[config.mk]
export PLATFORM = sky130hd
export DESIGN_NAME = sdhtc_top
export DESIGN_NICKNAME = d
export VERILOG_FILES = /design/src/design/sdhtc_pkg.sv /design/src/design/sdhtc_top.sv
export SDC_FILE = /design/constraint.sdc
export NUM_CORES = 1
export LEC_CHECK = 0
export CAP_MARGIN = 10
export CELL_PAD_IN_SITES_DETAIL_PLACEMENT = 0
export CELL_PAD_IN_SITES_GLOBAL_PLACEMENT = 2
export CORE_MARGIN = 5
export CORE_UTILIZATION = 41
export CTS_CLUSTER_SIZE = 24
export DETAILED_ROUTE_END_ITERATION = 10
export DONT_BUFFER_PORTS = 1
export GPL_TIMING_DRIVEN = 0
export PLACE_DENSITY = 0.84
export REMOVE_ABC_BUFFERS = 1
export SYNTH_ARGS = -nofsm -noshare
export SYNTH_HDL_FRONTEND = slang
export SYNTH_SLANG_ARGS = --single-unit
[constraint.sdc]
create_clock -name clk_i -period 4 [get_ports clk_i]
set_clock_uncertainty 0.05 [all_clocks]
set_input_delay 0.4 -clock clk_i [delete_from_list [all_inputs] [get_ports clk_i]]
set_output_delay 0.4 -clock clk_i [all_outputs]
set_load 0.01 [all_outputs]
[src/design/sdhtc_pkg.sv]
// package: register map, field layout, timing, types and crc helpers of the transfer control block
package sdhtc_pkg;
    // register byte offsets
    localparam logic [11:0] OFS_CTRL = 12'h004;
    localparam logic [11:0] OFS_STAT = 12'h008;
    localparam logic [11:0] OFS_CMD = 12'h00C;
    localparam logic [11:0] OFS_ARG = 12'h010;
    localparam logic [11:0] OFS_BSZ = 12'h02C;
    localparam logic [11:0] OFS_BNUM = 12'h030;
    // control field positions
    localparam int CTL_CONT = 12;
    localparam int CTL_BURST_LSB = 8;
    localparam int CTL_GO = 7;
    localparam int CTL_LBE = 6;
    localparam int CTL_RCD = 5;
    localparam int CTL_MODE_LSB = 0;
    localparam logic [31:0] CTRL_RST = 32'h0000000F;
    localparam logic [31:0] CTRL_WMASK = 32'h00001F7F;
    // status bit positions
    localparam int STB_CRC7 = 0;
    localparam int STB_RCRC = 1;
    localparam int STB_WCRC = 2;
    localparam int STB_CMDC = 3;
    localparam int STB_NORESP = 4;
    localparam int STB_ACKERR = 5;
    localparam int STB_TOUT = 6;
    // transfer modes
    localparam logic [3:0] MODE_CMD_ONLY = 4'h0;
    localparam logic [3:0] MODE_R6 = 4'h1;
    localparam logic [3:0] MODE_R17 = 4'h2;
    localparam logic [3:0] MODE_R6_BUSY = 4'h3;
    localparam logic [3:0] MODE_RD_CMD = 4'h4;
    localparam logic [3:0] MODE_WR_CMD = 4'h5;
    localparam logic [3:0] MODE_RD = 4'h6;
    localparam logic [3:0] MODE_WR = 4'h7;
    localparam logic [3:0] MODE_CLK = 4'h8;
    localparam logic [3:0] MODE_BOOT = 4'h9;
    localparam logic [3:0] MODE_BOOT_ACK = 4'hA;
    // timing
    localparam int CLK_NS = 5;
    localparam int CARD_CLK_NS = 50;
    localparam logic [7:0] CARD_HALF_CYC = 8'(CARD_CLK_NS / (2 * CLK_NS));
    localparam logic [15:0] RESP_WAIT = 16'h0040;
    localparam logic [15:0] DATA_WAIT = 16'h1000;
    localparam logic [15:0] BURST_UNIT_SH = 16'h0004;
    localparam logic [15:0] BURST_ZERO = 16'h0100;
    localparam logic [15:0] EXTRA_TICKS = 16'h0008;
    localparam logic [15:0] CMD_BITS = 16'h0030;
    localparam logic [15:0] LONG_BITS = 16'h0088;
    localparam logic [15:0] CRC16_BITS = 16'h0010;
    localparam logic [15:0] NWR_TICKS = 16'h0002;
    localparam logic [15:0] BUSY_MIN = 16'h0002;
    localparam logic [2:0] CRC_STAT_OK = 3'h2;
    localparam logic [3:0] ACK_PATTERN = 4'h5;

    typedef enum logic [10:0] {
        S_IDLE = 11'h001,
        S_CMD = 11'h002,
        S_RESP = 11'h004,
        S_BUSY = 11'h008,
        S_DRX = 11'h010,
        S_DTX = 11'h020,
        S_CRCS = 11'h040,
        S_ACK = 11'h080,
        S_CLKS = 11'h100,
        S_EXTRA = 11'h200,
        S_DONE = 11'h400
    } sdhtc_state_t;

    typedef struct packed {
        logic clk;
        logic cmd;
        logic cmd_oe_n;
        logic dat0;
        logic dat0_oe_n;
    } sdhtc_pins_t;

    typedef struct packed {
        logic valid;
        logic [7:0] data;
    } sdhtc_byte_t;

    function automatic logic [6:0] sdhtc_crc7(input logic [39:0] d);
        logic [6:0] c;
        logic fb;
        c = 7'h00;
        for (int i = 39; i >= 0; i--) begin
            fb = d[i] ^ c[6];
            c = {c[5:0], 1'b0} ^ (fb ? 7'h09 : 7'h00);
        end
        return c;
    endfunction

    function automatic logic [15:0] sdhtc_crc16(input logic [15:0] c, input logic b);
        logic fb;
        fb = b ^ c[15];
        return {c[14:0], 1'b0} ^ (fb ? 16'h1021 : 16'h0000);
    endfunction
endpackage

[src/design/sdhtc_top.sv]
// transfer sequencer of the card host: apb registers, card clock, command and data engines
//
// The APB interface to the registers and the placing of the registers were left to the implementer.
`timescale 1ns/1ps
module sdhtc_top import sdhtc_pkg::*; #(
    parameter logic [7:0] CARD_HALF = CARD_HALF_CYC,
    parameter logic [15:0] DATA_WAIT_TICKS = DATA_WAIT
) (
    // clock and reset
    input wire logic clk_i,
    input wire logic nrst_i,
    // apb slave
    input wire logic psel_i,
    input wire logic penable_i,
    input wire logic pwrite_i,
    input wire logic [11:0] paddr_i,
    input wire logic [31:0] pwdata_i,
    output logic [31:0] prdata_o,
    output logic pready_o,
    output logic pslverr_o,
    // card pins
    input wire logic card_cmd_i,
    input wire logic card_dat0_i,
    output sdhtc_pins_t card_o,
    // data streams
    output sdhtc_byte_t rx_o,
    input wire logic [7:0] tx_data_i,
    output logic tx_ready_o
);
    sdhtc_state_t state_q, state_d;
    logic [31:0] ctrl_q, arg_q;
    logic [5:0] cmd_idx_q;
    logic [9:0] bsz_q;
    logic [15:0] bnum_q, blk_q, blk_d, cnt_q, cnt_d, wait_q, wait_d;
    logic [6:0] stat_q, set_d;
    logic go_q, bad_q, bad_d;
    logic [3:0] mode_q, burst_q;
    logic [135:0] sh_q, sh_d;
    logic [7:0] byte_q, byte_d, rxd_q, rxd_d, div_q;
    logic [15:0] crc_q, crc_d;
    logic clk_q, cmd_q, cmd_d, cmd_oen_q, cmd_oen_d, dat_q, dat_d, dat_oen_q, dat_oen_d;
    logic rxv_q, rxv_d, txr;
    logic cmd_m_q, cmd_s_q, dat_m_q, dat_s_q;

    // apb decode
    wire apb_acc = psel_i & penable_i;
    wire hit_ctrl = paddr_i == OFS_CTRL;
    wire hit_stat = paddr_i == OFS_STAT;
    wire hit_cmd = paddr_i == OFS_CMD;
    wire hit_arg = paddr_i == OFS_ARG;
    wire hit_bsz = paddr_i == OFS_BSZ;
    wire hit_bnum = paddr_i == OFS_BNUM;
    wire addr_ok = hit_ctrl | hit_stat | hit_cmd | hit_arg | hit_bsz | hit_bnum;
    wire wr_ok = apb_acc & pwrite_i & addr_ok;
    wire wr_ctrl = wr_ok & hit_ctrl;
    wire engine_run = (state_q != S_IDLE) && (state_q != S_DONE);
    wire start = wr_ctrl & pwdata_i[CTL_GO] & (state_q == S_IDLE) & ~go_q;
    wire abort = wr_ctrl & ~pwdata_i[CTL_GO] & go_q & engine_run;
    wire [3:0] new_mode = pwdata_i[CTL_MODE_LSB +: 4];
    wire [31:0] ctrl_rd = {19'h0, ctrl_q[12:8], go_q, ctrl_q[6:0]};

    assign pready_o = 1'b1;
    assign pslverr_o = apb_acc & ~addr_ok;
    assign prdata_o = hit_ctrl ? ctrl_rd :
                      hit_stat ? {24'h0, engine_run, stat_q} :
                      hit_cmd ? {26'h0, cmd_idx_q} :
                      hit_arg ? arg_q :
                      hit_bsz ? {22'h0, bsz_q} :
                      hit_bnum ? {16'h0, bnum_q} : 32'h0;

    // card clock: runs during a transfer or while continuous clocking is on
    wire clk_run = engine_run | ctrl_q[CTL_CONT];
    wire div_wrap = div_q == CARD_HALF - 8'h01;
    wire tick = div_wrap & clk_q;

    // derived lengths
    wire [15:0] nbits = {3'h0, bsz_q, 3'h0};
    wire [15:0] burst_total = (burst_q == 4'h0) ? BURST_ZERO :
                              ({12'h0, burst_q} << BURST_UNIT_SH);
    wire [15:0] resp_len = (mode_q == MODE_R17) ? LONG_BITS : CMD_BITS;
    wire [135:0] resp_next = {sh_q[134:0], cmd_s_q};
    wire resp_crc_bad = sdhtc_crc7(resp_next[47:8]) != resp_next[7:1];
    wire [15:0] dtx_idx = cnt_q - (NWR_TICKS + 16'h0001);
    wire [39:0] cmd_head = {2'b01, cmd_idx_q, arg_q};
    wire [47:0] cmd_frame = {cmd_head, sdhtc_crc7(cmd_head), 1'b1};
    wire last_blk = blk_q <= 16'h0001;

    // first state after go, per mode
    sdhtc_state_t first_st, after_cmd, after_resp;
    always_comb begin
        unique case (new_mode)
            MODE_CMD_ONLY, MODE_R6, MODE_R17, MODE_R6_BUSY, MODE_RD_CMD, MODE_WR_CMD,
            MODE_BOOT, MODE_BOOT_ACK: first_st = S_CMD;
            MODE_RD: first_st = S_DRX;
            MODE_WR: first_st = S_DTX;
            MODE_CLK: first_st = S_CLKS;
            default: first_st = S_DONE;
        endcase
    end
    always_comb begin
        unique case (mode_q)
            MODE_CMD_ONLY: after_cmd = S_DONE;
            MODE_BOOT, MODE_BOOT_ACK: after_cmd = S_ACK;
            default: after_cmd = S_RESP;
        endcase
    end
    always_comb begin
        unique case (mode_q)
            MODE_R6_BUSY: after_resp = S_BUSY;
            MODE_RD_CMD: after_resp = S_DRX;
            MODE_WR_CMD: after_resp = S_DTX;
            default: after_resp = S_DONE;
        endcase
    end

    // sequencer next state; every bit step happens on a falling card clock edge
    always_comb begin
        logic txbit;
        txbit = 1'b0;
        state_d = state_q;
        cnt_d = cnt_q;
        wait_d = wait_q;
        sh_d = sh_q;
        byte_d = byte_q;
        crc_d = crc_q;
        bad_d = bad_q;
        blk_d = blk_q;
        cmd_d = cmd_q;
        cmd_oen_d = cmd_oen_q;
        dat_d = dat_q;
        dat_oen_d = dat_oen_q;
        rxd_d = rxd_q;
        rxv_d = 1'b0;
        set_d = 7'h00;
        txr = 1'b0;
        if (start) begin
            state_d = first_st;
            cnt_d = 16'h0;
            wait_d = 16'h0;
            blk_d = bnum_q;
            sh_d = {88'h0, cmd_frame};
        end else if (abort) begin
            state_d = S_DONE;
            cmd_oen_d = 1'b1;
            dat_oen_d = 1'b1;
        end else if (state_q == S_DONE) begin
            state_d = S_IDLE;
        end else if (tick) begin
            cnt_d = cnt_q + 16'h0001;
            cmd_d = 1'b1;
            cmd_oen_d = 1'b1;
            dat_d = 1'b1;
            dat_oen_d = 1'b1;
            unique case (state_q)
                S_IDLE: ;
                S_DONE: ;
                S_CMD: begin
                    // one extra tick so the end bit gets its rising card clock before release
                    if (cnt_q == CMD_BITS) begin
                        cnt_d = 16'h0;
                        state_d = after_cmd;
                        set_d[STB_CMDC] = mode_q == MODE_CMD_ONLY;
                    end else begin
                        cmd_oen_d = 1'b0;
                        cmd_d = sh_q[47];
                        sh_d = {sh_q[134:0], 1'b0};
                    end
                end
                S_RESP: begin
                    sh_d = resp_next;
                    if (cnt_q == 16'h0 && cmd_s_q) begin
                        cnt_d = 16'h0;
                        wait_d = wait_q + 16'h0001;
                        if (wait_q == RESP_WAIT - 16'h0001) begin
                            set_d[STB_NORESP] = 1'b1;
                            state_d = S_DONE;
                        end
                    end else if (cnt_q == resp_len - 16'h0001) begin
                        cnt_d = 16'h0;
                        wait_d = 16'h0;
                        set_d[STB_CMDC] = 1'b1;
                        if (resp_len == CMD_BITS && !ctrl_q[CTL_RCD] && resp_crc_bad) begin
                            set_d[STB_CRC7] = 1'b1;
                            state_d = S_DONE;
                        end else begin
                            state_d = after_resp;
                        end
                    end
                end
                S_BUSY: begin
                    if (cnt_q >= BUSY_MIN && dat_s_q) begin
                        cnt_d = 16'h0;
                        wait_d = 16'h0;
                        if (mode_q == MODE_R6_BUSY || last_blk) begin
                            state_d = S_DONE;
                        end else begin
                            blk_d = blk_q - 16'h0001;
                            state_d = S_DTX;
                        end
                    end else begin
                        wait_d = wait_q + 16'h0001;
                        if (wait_q == DATA_WAIT_TICKS - 16'h0001) begin
                            set_d[STB_TOUT] = 1'b1;
                            state_d = S_DONE;
                        end
                    end
                end
                S_DRX: begin
                    if (cnt_q == 16'h0) begin
                        crc_d = 16'h0;
                        bad_d = 1'b0;
                        if (dat_s_q) begin
                            cnt_d = 16'h0;
                            wait_d = wait_q + 16'h0001;
                            if (wait_q == DATA_WAIT_TICKS - 16'h0001) begin
                                set_d[STB_TOUT] = 1'b1;
                                state_d = S_DONE;
                            end
                        end
                    end else if (cnt_q <= nbits) begin
                        byte_d = {byte_q[6:0], dat_s_q};
                        crc_d = sdhtc_crc16(crc_q, dat_s_q);
                        if (cnt_q[2:0] == 3'h0) begin
                            rxd_d = {byte_q[6:0], dat_s_q};
                            rxv_d = 1'b1;
                        end
                    end else if (cnt_q <= nbits + CRC16_BITS) begin
                        bad_d = bad_q | (dat_s_q ^ crc_q[15]);
                        crc_d = {crc_q[14:0], 1'b0};
                    end else begin
                        cnt_d = 16'h0;
                        wait_d = 16'h0;
                        if (bad_q) begin
                            set_d[STB_RCRC] = 1'b1;
                            state_d = S_DONE;
                        end else if (last_blk) begin
                            state_d = ctrl_q[CTL_LBE] ? S_EXTRA : S_DONE;
                        end else begin
                            blk_d = blk_q - 16'h0001;
                        end
                    end
                end
                S_DTX: begin
                    dat_oen_d = 1'b0;
                    if (cnt_q == NWR_TICKS) begin
                        dat_d = 1'b0;
                        crc_d = 16'h0;
                    end else if (cnt_q > NWR_TICKS && cnt_q <= nbits + NWR_TICKS) begin
                        if (dtx_idx[2:0] == 3'h0) begin
                            txbit = tx_data_i[7];
                            byte_d = {tx_data_i[6:0], 1'b0};
                            txr = 1'b1;
                        end else begin
                            txbit = byte_q[7];
                            byte_d = {byte_q[6:0], 1'b0};
                        end
                        dat_d = txbit;
                        crc_d = sdhtc_crc16(crc_q, txbit);
                    end else if (cnt_q > NWR_TICKS && cnt_q <= nbits + NWR_TICKS + CRC16_BITS) begin
                        dat_d = crc_q[15];
                        crc_d = {crc_q[14:0], 1'b0};
                    end else if (cnt_q > NWR_TICKS) begin
                        cnt_d = 16'h0;
                        wait_d = 16'h0;
                        state_d = S_CRCS;
                    end
                end
                S_CRCS, S_ACK: begin
                    if (cnt_q == 16'h0 && dat_s_q) begin
                        cnt_d = 16'h0;
                        wait_d = wait_q + 16'h0001;
                        if (wait_q == DATA_WAIT_TICKS - 16'h0001) begin
                            set_d[STB_TOUT] = 1'b1;
                            state_d = S_DONE;
                        end
                    end else if (cnt_q != 16'h0) begin
                        byte_d = {byte_q[6:0], dat_s_q};
                        if (state_q == S_CRCS && cnt_q == 16'h0003) begin
                            cnt_d = 16'h0;
                            wait_d = 16'h0;
                            if ({byte_q[1:0], dat_s_q} != CRC_STAT_OK) begin
                                set_d[STB_WCRC] = 1'b1;
                                state_d = S_DONE;
                            end else begin
                                state_d = S_BUSY;
                            end
                        end else if (state_q == S_ACK && cnt_q == 16'h0004) begin
                            cnt_d = 16'h0;
                            wait_d = 16'h0;
                            if (mode_q == MODE_BOOT_ACK && {byte_q[2:0], dat_s_q} != ACK_PATTERN) begin
                                set_d[STB_ACKERR] = 1'b1;
                                state_d = S_DONE;
                            end else begin
                                state_d = S_DRX;
                            end
                        end
                    end
                end
                S_CLKS: begin
                    if (cnt_q == burst_total - 16'h0001) state_d = S_DONE;
                end
                S_EXTRA: begin
                    if (cnt_q == EXTRA_TICKS - 16'h0001) state_d = S_DONE;
                end
            endcase
        end
    end

    assign tx_ready_o = txr;
    assign rx_o = '{valid: rxv_q, data: rxd_q};
    assign card_o = '{clk: clk_q, cmd: cmd_q, cmd_oe_n: cmd_oen_q, dat0: dat_q,
                      dat0_oe_n: dat_oen_q};

    // registers written by software
    always_ff @(posedge clk_i or negedge nrst_i) begin
        if (!nrst_i) begin
            ctrl_q <= CTRL_RST;
            arg_q <= 32'h0;
            cmd_idx_q <= 6'h00;
            bsz_q <= 10'h000;
            bnum_q <= 16'h0;
        end else if (wr_ok) begin
            if (hit_ctrl) ctrl_q <= pwdata_i & CTRL_WMASK;
            if (hit_arg) arg_q <= pwdata_i;
            if (hit_cmd) cmd_idx_q <= pwdata_i[5:0];
            if (hit_bsz) bsz_q <= pwdata_i[9:0];
            if (hit_bnum) bnum_q <= pwdata_i[15:0];
        end
    end

    // go bit, latched mode, status flags
    always_ff @(posedge clk_i or negedge nrst_i) begin
        if (!nrst_i) begin
            go_q <= 1'b0;
            mode_q <= CTRL_RST[3:0];
            burst_q <= 4'h0;
            stat_q <= 7'h00;
        end else begin
            go_q <= start | (go_q & (state_q != S_DONE));
            if (start) begin
                mode_q <= new_mode;
                burst_q <= pwdata_i[CTL_BURST_LSB +: 4];
            end
            stat_q <= start ? 7'h00 : (stat_q | set_d);
        end
    end

    // card clock divider and input synchronisers
    always_ff @(posedge clk_i or negedge nrst_i) begin
        if (!nrst_i) begin
            div_q <= 8'h00;
            clk_q <= 1'b0;
            cmd_m_q <= 1'b1;
            cmd_s_q <= 1'b1;
            dat_m_q <= 1'b1;
            dat_s_q <= 1'b1;
        end else begin
            div_q <= div_wrap ? 8'h00 : div_q + 8'h01;
            if (div_wrap) clk_q <= ~clk_q & clk_run;
            cmd_m_q <= card_cmd_i;
            cmd_s_q <= cmd_m_q;
            dat_m_q <= card_dat0_i;
            dat_s_q <= dat_m_q;
        end
    end

    // sequencer registers
    always_ff @(posedge clk_i or negedge nrst_i) begin
        if (!nrst_i) begin
            state_q <= S_IDLE;
            cnt_q <= 16'h0;
            wait_q <= 16'h0;
            sh_q <= 136'h0;
            byte_q <= 8'h00;
            crc_q <= 16'h0;
            bad_q <= 1'b0;
            blk_q <= 16'h0;
            cmd_q <= 1'b1;
            cmd_oen_q <= 1'b1;
            dat_q <= 1'b1;
            dat_oen_q <= 1'b1;
            rxd_q <= 8'h00;
            rxv_q <= 1'b0;
        end else begin
            state_q <= state_d;
            cnt_q <= cnt_d;
            wait_q <= wait_d;
            sh_q <= sh_d;
            byte_q <= byte_d;
            crc_q <= crc_d;
            bad_q <= bad_d;
            blk_q <= blk_d;
            cmd_q <= cmd_d;
            cmd_oen_q <= cmd_oen_d;
            dat_q <= dat_d;
            dat_oen_q <= dat_oen_d;
            rxd_q <= rxd_d;
            rxv_q <= rxv_d;
        end
    end
endmodule

Yosys cells after proc, flatten, opt, wreduce, memory -nomap -nowiden:

Memories as Yosys holds them, arrays and structs flattened.
Cells that the tools add are included.

* magnitude comparators: 7
* div/mod/pow operators: 0
* muxes and demuxes: 277
* shift-type cells: 0
* multiply operators: 0
* reduce and logical (&&, ||, !) cells: 47
* bitwise logic cells: 188
* equal/unequal tests: 84
* $add $sub $neg: 10

Operators by type and width (count)
* $mux 16: 58
* $xor 7x4->7: 73
* $mux 11: 31
* $mux 4: 78
* $mux 48: 5
* $mux 32: 4
* $pmux 16 s6: 1
* $pmux 48 s2: 1
* $pmux 11 s8: 1
* $pmux 16 s5: 1
* $mux 1: 73
* $xor 1x1->1: 73
* $mux 8: 9
* $pmux 16 s2: 2
* $ne 5x5->1 const B: 8
* $ne 3x3->1 const B: 12
* $ne 6x6->1 const B: 6
* $mux 7: 5
* $pmux 11 s3: 1
* $add 16x1->16 const B: 2
* $eq 16x16->1: 2
* $eq 16x2->1 const B: 2
* $eq 16x3->1 const B: 2
* $eq 16x6->1 const B: 2
* 80 further kinds: 161

* word-level logic and storage cells: 643
* output and inout port bits: 49
* register bits: 250
* bits in latches: 0
* bits in read-only memories: 80
* bits in writable memories: 0
* memories kept: 1

Memories
* (no name shown): words 16, width 5, rd ports 1, clocked after memory_dff 0, wr ports 0, line sdhtc_top.sv:91 `unique case (new_mode)`

Logic depth before layout (Yosys ltp):

* word-level depth: 125
* gate-level depth with buffers: 16
* gate-level depth less buffers: 14

Worst setup path before layout:

Ideal clock, no wire load.

* path type: reg-to-reg
* start: reg bsz_q[4]
* end: reg wait_q[11]
* period minus slack after synthesis: 3.566 ns
* slack: 0.434 ns
* stages on the path, launching flop included: 16
* library setup time: 0.129 ns
* data arrival time: 3.386 ns
* cells stage by stage: dfrtp_1 inv_1 nor4_1 nor2b_1 nand3_1 ha_1 nand2_1 nor4_1 nand2_1 o32ai_1 nor4_1 o211a_1 o21ai_1 or2_0 buf_2 o21ai_0

* cells in the longest elaborated chain, start to end: 6

RTL lines
* start, declared: line sdhtc_top.sv:33 `logic [9:0] bsz_q;`
* start signal, assigned: line sdhtc_top.sv:326 `if (hit_bsz) bsz_q <= pwdata_i[9:0];`
* $add 13x2->14: line sdhtc_top.sv:248, sdhtc_top.sv:259
* $add 14x5->15: line sdhtc_top.sv:259 `end else if (cnt_q > NWR_TICKS && cnt_q <= nbits + NWR_TICKS + CRC16_BITS) begin`
* $le 16x15->1: line sdhtc_top.sv:259
* $logic_and 1x1->1: line sdhtc_top.sv:259
* $ne 3x3->1 (no source line)
* $reduce_and 14->1 (no source line) *
* end signal, assigned: line sdhtc_top.sv:387 `wait_q <= wait_d;`
* end, declared: line sdhtc_top.sv:34 `logic [15:0] bnum_q, blk_q, blk_d, cnt_q, cnt_d, wait_q, wait_d;`

Mark *: on every way between the ends. The rest lies on a longest branch, timed or not.
A chain may end at the register's enable or synchronous reset.

Final worst setup path:

* start: reg bsz_q[4]
* end: out tx_ready_o

* cells in the longest elaborated chain, start to end: 10

RTL lines
* $add 13x2->14: line sdhtc_top.sv:248 `end else if (cnt_q > NWR_TICKS && cnt_q <= nbits + NWR_TICKS) begin`
* $le 16x14->1: line sdhtc_top.sv:248
* $logic_and 1x1->1: line sdhtc_top.sv:248
* $mux 1: line sdhtc_top.sv:248
* $mux 1: line sdhtc_top.sv:245 `if (cnt_q == NWR_TICKS) begin`
* $mux 1: line sdhtc_top.sv:154 `unique case (state_q)`
* $mux 1: line sdhtc_top.sv:148 `end else if (tick) begin`
* $mux 1: line sdhtc_top.sv:146 `end else if (state_q == S_DONE) begin`
* $mux 1: line sdhtc_top.sv:142 `end else if (abort) begin`
* $mux 1: line sdhtc_top.sv:136 `if (start) begin`
* end, declared: line sdhtc_top.sv:28 `output logic tx_ready_o`

No other way between the ends.

==> impl_metrics.tcl <==
set metrics [dict create \
    hp-class "in2async" \
    power.leakage_nw 7.802 \
    layout.cells.non_filler 2148 \
    pwr-share-seq_pct 44.9 \
    portBuffers 0 \
    period_share_pct 95.74 \
    drt_iter0_markers 853 \
    cts_hold_buffers 41 \
    dpl_worst_slack_ps -1436 \
    met1Wirelength_um 20250 \
    synth_enable_flop_cells 0 \
    cp.required_ps 3550 \
    hold-worst-slack_ps -536.0 \
    clkPwrFrac_pct 49.7 \
    slew_headroom_pct 22.32 \
    wl_met2_um 21450 \
    place_congestion 0.9044 \
    htreeDepth 1 \
    route.detailed.drc 0 \
    syn_inst 1629 \
    p_sw_mw 1.385 \
    wl_met3_um 1485 \
    grt_use_total_pct 21.38 \
    antenna_cells 0 \
    cp-end-kind "primary output" \
    fp-row-count 71 \
    wire_per_inst_um 20.76 \
    async_reset_ff_share_pct 100.0 \
    worst-setup-path-type "reg2out" \
    vias 12166 \
    finalMaxSlewViolations 0 \
    cts.path.max_buffers 3 \
    ir_drop_mv 0.2949 \
    violations "hold timing" \
    hpwl_um 32330 \
    worstSkewPairLatency_ps 580 \
    power.density_mw_per_mm2 329.3 \
    fmax_mhz 261.1 \
    period_needed_ps 3830 \
    syn_area_mm2 0.01536 \
    synth-seq-cells 250 \
    overflow 0 \
    ys_seq_area_share_pct 40.87 \
    dieHeight_um 203.6 \
    drtPass1Iterations 6 \
    drive_gt1_share_pct 13.44 \
    clock-sinks 250 \
    viasPerCell 5.664 \
    p_int_mw 4.402 \
    final_nets 1744 \
    area_delta_synth_final_pct 14.40 \
    syn_area_per_cell_um2 9.430 \
    cts_buffers 30 \
    initial_core_util_pct 41.17 \
    setup_ws_ps 170.2 \
    final-setup-viol-count 0 \
    grt_start_max_net_pins 251 \
    clk_pin_slew_ps 60 \
    synth_cell_types 82 \
    rsz0062_at_grt "yes" \
    dp_cells 2039 \
    ys.flop_type "dfrtp_1" \
    yosys_warnings 0 \
    coreArea_mm2 0.03731 \
    cp-start-kind "flop" \
    crit_fanout 6 \
    utilization_pct 47.10 \
    top_layer "met4" \
    cts-root-buf "clkbuf_16" \
    worstMarginPinSlew_ps 1165 \
    drv_cap 0 \
    dieArea_mm2 0.04144 \
    placedInstanceArea_mm2 0.01585 \
    grt_pass1_vias 12049 \
    grt_antenna_before_repair 0 \
    arrival_ps 3380 \
    io_pins 108 \
    drtAntennaViolNets 0 \
    grt_pass1_wl_um 70730 \
    stdcell_area_mm2 0.01757 \
    status "complete, but fails checks" \
    cts_tree "built" \
    swShare_pct 23.93 \
    tns_ps 0 \
    pwr-share-comb_pct 5.4 \
    finalHoldViolations 250 \
    die_w_um 203.6 \
    wirelength_um 44600 \
]
sequential cells by signal, indices dropped and copies added, names as in the netlist, 6 cells and up:
signal     cells
blk_q         16
div_q          8
bnum_q        16
cnt_q         16
arg_q         32
rxd_q          8
sh_q          48
state_q       11
wait_q        16
cmd_idx_q      6
ctrl_q        12
bsz_q         10
byte_q         8
crc_q         16
stat_q         7
Yosys cell counts (14+ instances only):
library cell,n,area share [%]
dfrtp_1,233,38
nand2_1,191,4.7
o21ai_0,159,5.2
nor2_1,116,2.8
xnor2_1,96,5.5
a21oi_1,79,2.6
mux2_2,79,5.8
clkbuf_1,68,1.7
mux2i_1,67,4.4
nand3_1,53,1.7
nor3_1,37,1.2
ha_1,35,2.9
inv_1,35,0.86
xor2_1,35,2.0
and3_1,25,1.0
and2_1,23,0.94
nand4_1,21,0.86
nor2b_1,18,0.73
dfstp_2,17,2.9
o31ai_1,17,0.83
a21o_1,15,0.73
nor4_1,15,0.61
xnor3_1,15,2.2
nand2b_1,14,0.57
worst max-delay path, cell delays in order, from the launching register on:
cell and delay (ps):
dfrtp_1 430, inv_1 160, ha_1 340, and3_1 210
a221oi_1 260, o221ai_1 210, o21ai_0 620, nor2b_1 280
and4_1 300
cells in the final DEF (no fill, tap or decap), types with 7 or more instances in the layout:
cell,count
a211oi_1,13
a21o_1,15
a21oi_1,79
a22o_1,10
a31oi_1,8
and2_1,23
and3_1,25
buf_4,15
buf_6,9
clkbuf_16,30
clkbuf_8,8
dfrtp_1,233
dfstp_2,17
dlygate4sd3_1,41
ha_1,35
inv_1,35
mux2_2,79
mux2i_1,67
nand2_1,191
nand2b_1,14
nand3_1,53
nand4_1,21
nor2_1,113
nor2b_1,17
nor3_1,27
nor3_2,9
nor4_1,11
o21ai_0,158
o31ai_1,16
or2_2,7
or3_1,9
xnor2_1,96
xnor3_1,15
xor2_1,35
kinds of logic (layout without fill, tap and decap cells):
logic type	Yosys count	in the layout	synth area share, %
other	1	1	0.02441
adders and majority gates	35	35	2.851
AOI/OAI and AO/OA	364	364	14.47
buffers and inverters	116	161	3.120
DFF	250	250	40.87
and+or+nand+nor	564	564	17.73
muxes	146	146	10.16
xor gates and xnor gates	153	153	10.78
area by class of cell:
cell class,instances,area [um^2]
Sequential cell,250,6277
Tap cell,474,593.1
Timing Repair Buffer,70,721.9
Clock inverter,14,171.4
Fill cell,3534,19740
Clock buffer,42,875.8
Inverter,35,131.4
Multi-Input combinational cell,1263,8802
power by group through the flow:
stage	sequential (mW)	clock, mW	combinational, mW
CTS	2.60	2.94	0.291
finish	2.60	2.88	0.312
floorplan	2.62	0	0.171
detailed placement	2.64	0	0.246
global route	2.60	3.06	0.341
global placement	2.64	0	0.234
per-layer routing:
metal / GRT usage [%] / up-vias
met3: 2.496 / 83
met5: 0 / -
li1: - / 5841
met4: 5.950 / 0
met1: 29.39 / 5973
met2: 35.97 / 269
per-stage QoR:
step           total power, mW  hold slack (ps)
2_1_floorplan            2.795            54.41
3_3_place_gp             2.874            60.66
3_5_place_dp             2.886            60.66
4_1_cts                  5.826           -563.0
5_1_grt                  6.001           -565.9
6_report                 5.787           -536.0
final timing paths:
path / end / cells past startpoint / start / slack, ps
setup / recovery: tx_ready_o / 8 / bsz_q[4] / 170
hold / removal: byte_q[4] / 0 / nrst_i / -540
setup reg to reg: cnt_q[11] / 16 / bsz_q[4] / 170
hold reg to reg: cmd_s_q / 0 / cmd_m_q / 310
max in group asynchronous: cnt_q[0] / 0 / nrst_i / 3810
min in group clk_i: state_q[1] / 2 / pwdata_i[2] / 30
timing repair:
item / 4_1_cts / 5_1_grt
cloned: 0 / 0
setup buffers: 7 / 5
setup endpoints to repair: 78 / 65
hold endpoints to repair: 336 / 250
pin swaps: 4 / 2
resized for setup: 19 / 13
No activity file was read; power rests on OpenSTA's default activity.
